`src/compare_defines.svh`:
```
// Constants for the less-than / less-or-equal compare unit.
// Assumes 32-bit instruction words with the opcode in the low six bits.
`ifndef COMPARE_DEFINES_SVH
`define COMPARE_DEFINES_SVH

`define CMP_WORD_W 32
`define CMP_IDX_W 5
`define CMP_IMM_W 16
`define CMP_OP_LSB 0
`define CMP_OP_W 6
`define CMP_A_LSB 27
`define CMP_B_LSB 22
`define CMP_C_LSB 17
`define CMP_OPX_LSB 11
`define CMP_OPX_W 6
`define CMP_IMM_LSB 6
`define CMP_OP_RTYPE 6'h3a
`define CMP_OPX_LT 6'h10
`define CMP_OP_LTI 6'h10
`define CMP_OP_LTUI 6'h30
`define CMP_IMM_INC 32'h0000_0001
`define CMP_TRUE 32'h0000_0001
`define CMP_FALSE 32'h0000_0000

`endif

```
`src/compare_pkg.sv`:
```
// Types shared by the compare unit and its users.
// Assumes nothing beyond the defines header.
package compare_pkg;

  // Less-or-equal forms that have no opcode of their own
  typedef enum logic [3:0] {
    le_signed_reg = 4'b0001,
    le_signed_imm = 4'b0010,
    le_unsigned_reg = 4'b0100,
    le_unsigned_imm = 4'b1000
  } le_kind_e;

endpackage

```
`src/less_equal_compare_unit.sv`:
```
// Less-than and less-or-equal compare unit: decodes native compares and
// maps less-or-equal forms onto them, writing a one-word result.
// Assumes register values for the named indices arrive with each request,
// and that the register file consumes the registered write port.
// Assumes requests may come every cycle; each answer follows one clock later.
// Assumes the caller keeps mapped immediates inside their legal ranges.
`timescale 1ns/1ps
`include "compare_defines.svh"

module less_equal_compare_unit #(
  parameter int WORD_W = `CMP_WORD_W,
  parameter int IDX_W = `CMP_IDX_W
) (
  input wire logic clock,
  input wire logic rst,
  input wire logic instr_valid,
  input wire logic [WORD_W-1:0] instr_word,
  input wire logic pseudo_valid,
  input wire compare_pkg::le_kind_e pseudo_kind,
  input wire logic [IDX_W-1:0] pseudo_first_idx,
  input wire logic [IDX_W-1:0] pseudo_second_idx,
  input wire logic [IDX_W-1:0] pseudo_dest_idx,
  input wire logic [WORD_W-1:0] asm_immediate,
  input wire logic [WORD_W-1:0] first_source_value,
  input wire logic [WORD_W-1:0] second_source_value,
  output logic result_valid,
  output logic [IDX_W-1:0] dest_reg,
  output logic [WORD_W-1:0] result_data,
  output logic decode_miss
);

  // Native compares this unit decodes; every other word without a pseudo request is refused
  typedef enum logic [3:0] {
    native_none = 4'b0001,
    native_lt_reg = 4'b0010,
    native_lt_imm = 4'b0100,
    native_ltu_imm = 4'b1000
  } native_op_e;

  logic [`CMP_OP_W-1:0] opcode;
  logic [`CMP_OPX_W-1:0] ext_opcode;
  logic [IDX_W-1:0] first_source_reg;
  logic [IDX_W-1:0] second_reg_field;
  logic [IDX_W-1:0] r_dest_field;
  logic [`CMP_IMM_W-1:0] imm_field_16;
  logic [`CMP_IMM_W-1:0] pseudo_imm_16;
  logic [WORD_W-1:0] inc_immediate;
  logic [WORD_W-1:0] cmp_left;
  logic [WORD_W-1:0] cmp_right;
  logic cmp_signed;
  logic cmp_invert;
  logic cmp_less;
  logic hit;
  logic [IDX_W-1:0] hit_dest;
  logic next_result_valid;
  logic [IDX_W-1:0] next_dest_reg;
  logic [WORD_W-1:0] next_result_data;
  logic next_decode_miss;
  // Native decode and pseudo validity
  native_op_e native_op;
  logic pseudo_known;

  // Immediate extension, used by native and mapped immediate forms
  function automatic logic [WORD_W-1:0] extend_imm(input logic [`CMP_IMM_W-1:0] imm,
                                                   input logic sign);
    extend_imm = {{(WORD_W-`CMP_IMM_W){sign & imm[`CMP_IMM_W-1]}}, imm};
  endfunction

  // Native opcode decode
  function automatic native_op_e decode_native(input logic [`CMP_OP_W-1:0] op,
                                               input logic [`CMP_OPX_W-1:0] opx);
    if (op == `CMP_OP_RTYPE && opx == `CMP_OPX_LT) begin
      decode_native = native_lt_reg;
    end else if (op == `CMP_OP_LTI) begin
      decode_native = native_lt_imm;
    end else if (op == `CMP_OP_LTUI) begin
      decode_native = native_ltu_imm;
    end else begin
      decode_native = native_none;
    end
  endfunction

  // Pseudo kinds that map onto a native compare
  function automatic logic le_kind_known(input compare_pkg::le_kind_e kind);
    le_kind_known = kind inside {compare_pkg::le_signed_reg, compare_pkg::le_signed_imm,
                                 compare_pkg::le_unsigned_reg, compare_pkg::le_unsigned_imm};
  endfunction

  // Field extraction
  assign opcode = instr_word[`CMP_OP_LSB +: `CMP_OP_W];
  assign ext_opcode = instr_word[`CMP_OPX_LSB +: `CMP_OPX_W];
  assign first_source_reg = instr_word[`CMP_A_LSB +: IDX_W];
  assign second_reg_field = instr_word[`CMP_B_LSB +: IDX_W];
  assign r_dest_field = instr_word[`CMP_C_LSB +: IDX_W];
  assign imm_field_16 = instr_word[`CMP_IMM_LSB +: `CMP_IMM_W];
  // Immediate plus one for the mapped immediate forms
  assign inc_immediate = asm_immediate + `CMP_IMM_INC;
  assign pseudo_imm_16 = inc_immediate[`CMP_IMM_W-1:0];
  assign native_op = decode_native(opcode, ext_opcode);
  assign pseudo_known = le_kind_known(pseudo_kind);

  // Shared magnitude comparator for every form
  magnitude_compare #(
    .WIDTH(WORD_W)
  ) u_compare (
    .left(cmp_left),
    .right(cmp_right),
    .is_signed(cmp_signed),
    .less(cmp_less)
  );

  // Operand steering and decode
  always_comb begin
    cmp_left = first_source_value;
    cmp_right = second_source_value;
    cmp_signed = 1'b1;
    cmp_invert = 1'b0;
    hit = 1'b0;
    hit_dest = '0;
    // Pseudo requests win over native words in the same cycle
    if (pseudo_valid) begin
      // Register forms swap operands and invert the strict result
      unique case (pseudo_kind)
        compare_pkg::le_signed_reg: begin
          cmp_left = second_source_value;
          cmp_right = first_source_value;
          cmp_invert = 1'b1;
        end
        // Immediate forms compare against the incremented immediate
        compare_pkg::le_signed_imm: begin
          cmp_right = extend_imm(pseudo_imm_16, 1'b1);
        end
        compare_pkg::le_unsigned_reg: begin
          cmp_left = second_source_value;
          cmp_right = first_source_value;
          cmp_signed = 1'b0;
          cmp_invert = 1'b1;
        end
        compare_pkg::le_unsigned_imm: begin
          cmp_right = extend_imm(pseudo_imm_16, 1'b0);
          cmp_signed = 1'b0;
        end
        default: begin
          cmp_signed = 1'b1;
        end
      endcase
      hit = pseudo_known;
      hit_dest = pseudo_dest_idx;
    end else if (instr_valid) begin
      unique case (native_op)
        native_lt_reg: begin
          hit = 1'b1;
          hit_dest = r_dest_field;
        end
        native_lt_imm: begin
          cmp_right = extend_imm(imm_field_16, 1'b1);
          hit = 1'b1;
          hit_dest = second_reg_field;
        end
        native_ltu_imm: begin
          cmp_right = extend_imm(imm_field_16, 1'b0);
          cmp_signed = 1'b0;
          hit = 1'b1;
          hit_dest = second_reg_field;
        end
        native_none: begin
          hit = 1'b0;
        end
      endcase
    end
  end

  // Result word and write port next values
  always_comb begin
    next_result_valid = hit;
    next_dest_reg = hit_dest;
    // Miss pulse: a valid request that no compare here serves
    if (pseudo_valid) begin
      next_decode_miss = ~pseudo_known;
    end else begin
      next_decode_miss = instr_valid & (native_op == native_none);
    end
    next_result_data = (cmp_less ^ cmp_invert) ? `CMP_TRUE : `CMP_FALSE;
    if (!hit) begin
      next_result_data = `CMP_FALSE;
    end
  end

  // Registered write port
  always_ff @(posedge clock) begin
    if (rst) begin
      result_valid <= 1'b0;
      dest_reg <= '0;
      result_data <= `CMP_FALSE;
      decode_miss <= 1'b0;
    end else begin
      result_valid <= next_result_valid;
      dest_reg <= next_dest_reg;
      result_data <= next_result_data;
      decode_miss <= next_decode_miss;
    end
  end

  // Unused fields of the full instruction word are ignored by design
  logic unused_first_idx;
  assign unused_first_idx = ^{first_source_reg, pseudo_first_idx, pseudo_second_idx};

endmodule // less_equal_compare_unit

```
`src/magnitude_compare.sv`:
```
// Combinational 32-bit less-than comparator, signed or unsigned.
// Assumes operands are already extended to full width.
`timescale 1ns/1ps
`include "compare_defines.svh"

module magnitude_compare #(
  parameter int WIDTH = `CMP_WORD_W
) (
  input wire logic [WIDTH-1:0] left,
  input wire logic [WIDTH-1:0] right,
  input wire logic is_signed,
  output logic less
);

  always_comb begin
    if (is_signed) begin
      less = $signed(left) < $signed(right);
    end else begin
      less = left < right;
    end
  end

endmodule // magnitude_compare
```
`config.mk`:
```
export PLATFORM = sky130hd
export DESIGN_NAME = less_equal_compare_unit
export DESIGN_NICKNAME = d
export VERILOG_FILES = /design/src/compare_pkg.sv /design/src/less_equal_compare_unit.sv /design/src/magnitude_compare.sv
export VERILOG_INCLUDE_DIRS = /design/src
export SDC_FILE = /design/constraint.sdc
export NUM_CORES = 1
export LEC_CHECK = 0
export BUFFER_PORTS_ARGS = -buffer_cell sky130_fd_sc_hd__buf_4
export CAP_MARGIN = 30
export CORE_MARGIN = 8
export CORE_UTILIZATION = 45
export CTS_BUF_LIST = sky130_fd_sc_hd__clkbuf_8
export DETAILED_ROUTE_END_ITERATION = 10
export GPL_ROUTABILITY_DRIVEN = 0
export PLACE_DENSITY = 0.85
export REMOVE_ABC_BUFFERS = 1
export SYNTH_ARGS = -nofsm -noshare
export SYNTH_HDL_FRONTEND = slang
export SYNTH_SLANG_ARGS = --single-unit
```
`constraint.sdc`:
```
create_clock -name clock -period 7.32 [get_ports clock]
set_input_delay 2.196 -clock clock [delete_from_list [all_inputs] [get_ports clock]]
set_output_delay 2.196 -clock clock [all_outputs]
set_load 0.01 [all_outputs]
```
# ---- Word level (Yosys, flattened, before mapping)
# Index checks and enable logic that the tools add are counted.
dict set report op_classes {
  addsub 1
  n_reduce_logical 7
  mux 24
  n_lt_le_gt_ge 2
  eq_ne 12
  bitwise_logic 4
}
# operator n
set op_table {}
lappend op_table {{32-bit 2-to-1 mux} 4}
lappend op_table {{32-bit case mux with 3 select lines} 1}
lappend op_table {{32-bit < comparator} 2}
lappend op_table {{32-bit case mux with 2 select lines} 1}
lappend op_table {{16-bit by 1-bit adder with 16-bit output, second input constant} 1}
lappend op_table {{6-bit by 5-bit equality test with 1-bit output, second input constant} 2}
lappend op_table {{6-bit equality test, second input constant} 2}
lappend op_table {{4-bit 2-to-1 mux} 3}
lappend op_table {{1-bit 2-to-1 mux} 11}
lappend op_table {{5-bit 2-to-1 mux} 2}
lappend op_table {{5-bit case mux with 2 select lines} 1}
lappend op_table {{4-bit by 1-bit equality test with 1-bit output, second input constant} 2}
lappend op_table {{4-bit by 2-bit equality test with 1-bit output, second input constant} 2}
lappend op_table {{4-bit by 3-bit equality test with 1-bit output, second input constant} 2}
lappend op_table {{4-bit equality test, second input constant} 2}
lappend op_table {{2-bit OR reduction} 4}
lappend op_table {{4-bit nonzero test} 1}
lappend op_table {{3-bit OR reduction} 1}
lappend op_table {{1-bit NOT} 2}
lappend op_table {{1-bit case mux with 2 select lines} 1}
lappend op_table {{1-bit bitwise AND} 1}
lappend op_table {{1-bit logical AND} 1}
lappend op_table {{1-bit XOR} 1}
dict set report totals {
  output_inout_bits 39
  input_bits 151
  register_bits 39
  word_cells 54
}

# ---- Depth between registers and ports, before layout
dict set report depth {
  depth_word 12
  ltp_mapped 15
  depth_no_buf 14
}

# ---- Modules after synthesis
# Synthesis repeated with hierarchy kept, for this count alone.
dict set report hier_totals {
  hier_cells 457
  hier_area_um2 3025.4
}
# module area_per_inst_um2 instances cells_per_inst seq_area_each_um2
set by_module_without_submodules {}
lappend by_module_without_submodules {less_equal_compare_unit 2244.7 1 347 160.2}
lappend by_module_without_submodules {magnitude_compare 780.7 1 110 0.0}

# ---- Worst setup path before layout
# Ideal clock, no wire load.
dict set report synth_timing {
  path_kind {input -> register}
  startpoint {input port pseudo_kind[0]}
  endpoint {register result_data[0]}
  required_time_ns 7.206
  slack_ns 1.784
  path_stages 14
  arrival_time_ns 5.422
  n_path_buf 2
  cell_sequence {buf_4 or4b_2 o311a_1 nand2b_1 o31ai_1 buf_2 o221ai_1 ha_1 a21o_1 a211o_1 a211oi_1 o41ai_1 o311a_1 a21o_1}
}
dict set report synth_between {
  elab_chain_cells 8
}
# element line_no
set synth_rtl {}
lappend synth_rtl {{from (decl)} less_equal_compare_unit.sv:19} ;# input wire compare_pkg::le_kind_e pseudo_kind,
lappend synth_rtl {{4-bit by 1-bit equality test with 1-bit output / 4-bit by 3-bit equality test with 1-bit output (equally long branches)} {less_equal_compare_unit.sv:85, less_equal_compare_unit.sv:123}}
lappend synth_rtl {{2-bit OR reduction (no source line)} -}
lappend synth_rtl {{32-bit case mux with 3 select lines / 32-bit 2-to-1 mux (equally long branches)} less_equal_compare_unit.sv:123} ;# unique case (pseudo_kind)
lappend synth_rtl {{32-bit 2-to-1 mux} less_equal_compare_unit.sv:121} ;# if (pseudo_valid) begin
lappend synth_rtl {{32-bit < comparator (on tied branches)} {magnitude_compare.sv:19, magnitude_compare.sv:17}}
lappend synth_rtl {{1-bit 2-to-1 mux} magnitude_compare.sv:16} ;# if (is_signed) begin
lappend synth_rtl {{1-bit XOR} less_equal_compare_unit.sv:183} ;# next_result_data = (cmp_less ^ cmp_invert) ? `CMP_TRUE : `CMP_FALSE;
lappend synth_rtl {{1-bit 2-to-1 mux (no source line)} -}
lappend synth_rtl {{to (signal assigned)} less_equal_compare_unit.sv:194} ;# result_data <= `CMP_FALSE;
lappend synth_rtl {{to (signal assigned)} less_equal_compare_unit.sv:199} ;# result_data <= next_result_data;
lappend synth_rtl {{to (decl)} less_equal_compare_unit.sv:28} ;# output logic [WORD_W-1:0] result_data,
# Parallel ways exist; a longest one is shown, timed or not.
# A chain may end at the register's enable or synchronous reset.

# ---- Worst setup path in the final report
dict set report layout_timing {
  startpoint {input port pseudo_valid}
  endpoint {register result_data[0]}
}
dict set report layout_between {
  elab_chain_cells 5
}
# element line_no
set layout_rtl {}
lappend layout_rtl {{from (decl)} less_equal_compare_unit.sv:18} ;# input wire logic pseudo_valid,
lappend layout_rtl {{32-bit 2-to-1 mux} less_equal_compare_unit.sv:121}
lappend layout_rtl {{32-bit < comparator (on tied branches)} {magnitude_compare.sv:19, magnitude_compare.sv:17}}
lappend layout_rtl {{1-bit 2-to-1 mux} magnitude_compare.sv:16}
lappend layout_rtl {{1-bit XOR} less_equal_compare_unit.sv:183}
lappend layout_rtl {{1-bit 2-to-1 mux (no source line)} -}
# Parallel ways exist; a longest one is shown, timed or not.

==> metrics.md <==
| Metric | Value |
|---|---|
| Status | finished clean |
| Net Sw Frac | 0.403 |
| DR iter-0 viols | 213 |
| Worst Setup SP | pseudo_valid |
| P_int | roughly 200 uW |
| Net load switching power | about 130 uW |
| Diode count | 0 |
| CTS Buf Count | 3 |
| Resize count post-CTS | 0 |
| # H-tree levels | 1 |
| Die Area | 9680 sq um |
| Area fraction of the dominant cell type after synthesis | 0.131 |
| Drt wl/cell | 18.2 microns |
| Fin Setup TNS | 0 ps |
| FFs w/ async S/R, synth | 0 |
| Top cells by area, synth | ha_1 (13%), mux2_2 (11%), buf_4 (8.1%) |
| CP Class | in -> reg |
| Hold Path End | dest_reg[0] |
| CTS tree | done |
| Worst vdd ir | roughly 0.000042 V |
| Clock Path Buffers | 2 |
| Worst Hold Launch | rst |
| Final net count | 699 |
| Fmax | 0.170 GHz |
| Relative slew slack | 0.422 |
| Share of layout cells above drive strength 1 | 0.352 |
| Minimum clock period | 5890 ps |
| Final non-filler cell total | 594 |
| # DRC | 0 |
| Slew Limit Fails | 0 |
| Critical path endpoint category | flop |
| Hold Path Depth | 2 |
| Synth cell count leaders | nand2_1 (51), buf_4 (33), ha_1 (32), mux2_2 (31), nor2_1 (29) |
| Antenna Violating Nets Remaining | 0 |
| DR pass1 iterations | 4 |
| Post-route cell area | 3960 sq um |
| Reg power frac | 0.140 |
| Dominant synthesized flop cell | dfxtp_1 |
| Post-CTS setup buffers | 0 |
| Placed instance count | roughly 590 |
| Row count | 30 |
| Worst Path Required | roughly 7400 ps |
| Total of max-cap violations | 0 |
| Total Routing Usage GR | 0.210 |
| Clock network fraction of total power | 0.169 |
| PortBufs | 127 |
| Largest register FFs | 5 |
| Remaining global-route overflow | 0 |
| Top-count cell post-synth | nand2_1 |
| Syn avg cell area | 7.54 sq um |
| Placement Cell Area | approximately 3900 sq um |
| Die H | approximately 100 microns |
| Sink Count | 8 |
| Initial antenna violation count | 0 |
| First-pass GRT wire length | 17400 microns |
| Pleak | about 1.9 nW |
| Util after Layout | 0.593 |
| Crit path DAT | 6010 ps |
| Post-CTS Hold Buffers | 0 |
| EDFF count, synth | 0 |
| Dpl hpwl | 8630 microns |
| Clock transition at path regs | 50 ps |
| Hold Fails Final Rpt | 0 |
| Synth cell types | 64 |
| Logic pwr share | 0.691 |
| Largest net degree at the start of global routing | 32 |
| Vias in the first global route | roughly 3600 |
| Synth-to-Final Area Change | 29.7% |
| CTS root buffer | clkbuf_8 |
| Seq cells post-synth | 8 |
| Core area | 6680 sq um |
| Crit path max fanout | 31 |
| Tightest Hold Check Type | in -> reg |
| Post-Syn Area | slightly above 3000 sq um |
| Mapped Cells | 405 |
| Post-synth top area cell | ha_1 |
| Detailed Route WL | 10800 microns |
| Via density | 6.10 |
| Period utilization | 0.804 |
| Initial Util | 0.457 |
| RSZ-0062 raised after global routing | no |
| Cell area power density | 83.4 nW/um^2 |
| Die width | 98.4 microns |
| Vias | 3621 |
| Post-synthesis sequential area ratio | 0.0524 |
| CP Launch Type | input port |
| Pre-CTS setup slack | 1200 ps |
| Setup ws final | 1430 ps |
| Final setup violation count | 0 |
| Io pins | 190 |
| Tightest Pin Transition | 862 ps |
| Number of synthesis warnings | 0 |
==> layout make-up <==
class                      instances  area, sq um
timing repair buffer             133          998
fill                             610         2720
sequential                         8          160
clock buffer                       3         41.3
multi-input combinational        369         2660
inverter                           1         3.75
tap                               80          100
==> critical path: stages <==
cell and delay [ps]:
buf_4 300, inv_2 260, or4_1 930, buf_4 360
mux2_2 300, ha_1 300, nand4_1 120, a211o_1 280
a2111o_1 400, a41oi_1 270, nor3_1 110, a21o_1 180
==> power groups by stage <==
stage                     combinational (mW)  sequential [mW]  clock (mW)
after global placement                 0.216           0.0470           0
after global routing                   0.252           0.0464      0.0577
after detailed placement               0.224           0.0471           0
after floorplan                        0.124           0.0481           0
after CTS                              0.225           0.0463      0.0555
final                                  0.228           0.0463      0.0559
==> layer usage <==
| layer | routed length [microns] | vias up | global-route usage | part of all wire |
|---|---|---|---|---|
| li1 | - | 1716 | - | - |
| met1 | 4370 | 1681 | 0.250 | 0.40 |
| met2 | 5240 | 197 | 0.366 | 0.48 |
| met3 | 900 | 27 | 0.0427 | 0.083 |
| met4 | 299 | 0 | 0.0649 | 0.028 |
| met5 | 0 | - | 0 | 0 |
==> cells in the final DEF (no fill, tap or decap), types with 9 or more instances in the layout <==
cell type    n
a21oi_1     19
a22oi_1      9
and2_1      13
buf_4      133
conb_1      31
ha_1        32
mux2_2      31
nand2_1     51
nor2_1      29
o21ai_0     16
o221ai_1    12
xor2_1       9
==> worst max path at each step <==
stage | endpoint | slack, ps
after floorplan | result_data[0] | 1520
after global placement | result_data[0] | 1210
after detailed placement | result_data[0] | 1200
after CTS | result_data[0] | 1440
after global routing | result_data[0] | 1240
final | result_data[0] | 1430
==> logic make-up after synthesis <==
group           Yosys count  share of synthesized area
simple gates            143                      0.244
compound gates          111                      0.279
buf+inv                  58                      0.116
mux                      35                      0.127
fa+ha+maj                32                      0.131
xor+xnor                 17                     0.0488
flops                     8                     0.0524
other cells               1                    0.00123
==> per-stage QoR <==
step / hold WS (ps) / power, mW
final: 2180 / 0.330
after global routing: 2190 / 0.356
after CTS: 2180 / 0.327
after detailed placement: 2420 / 0.271
after global placement: 2420 / 0.263
after floorplan: 2270 / 0.172
(Power assumes the default switching activity.)
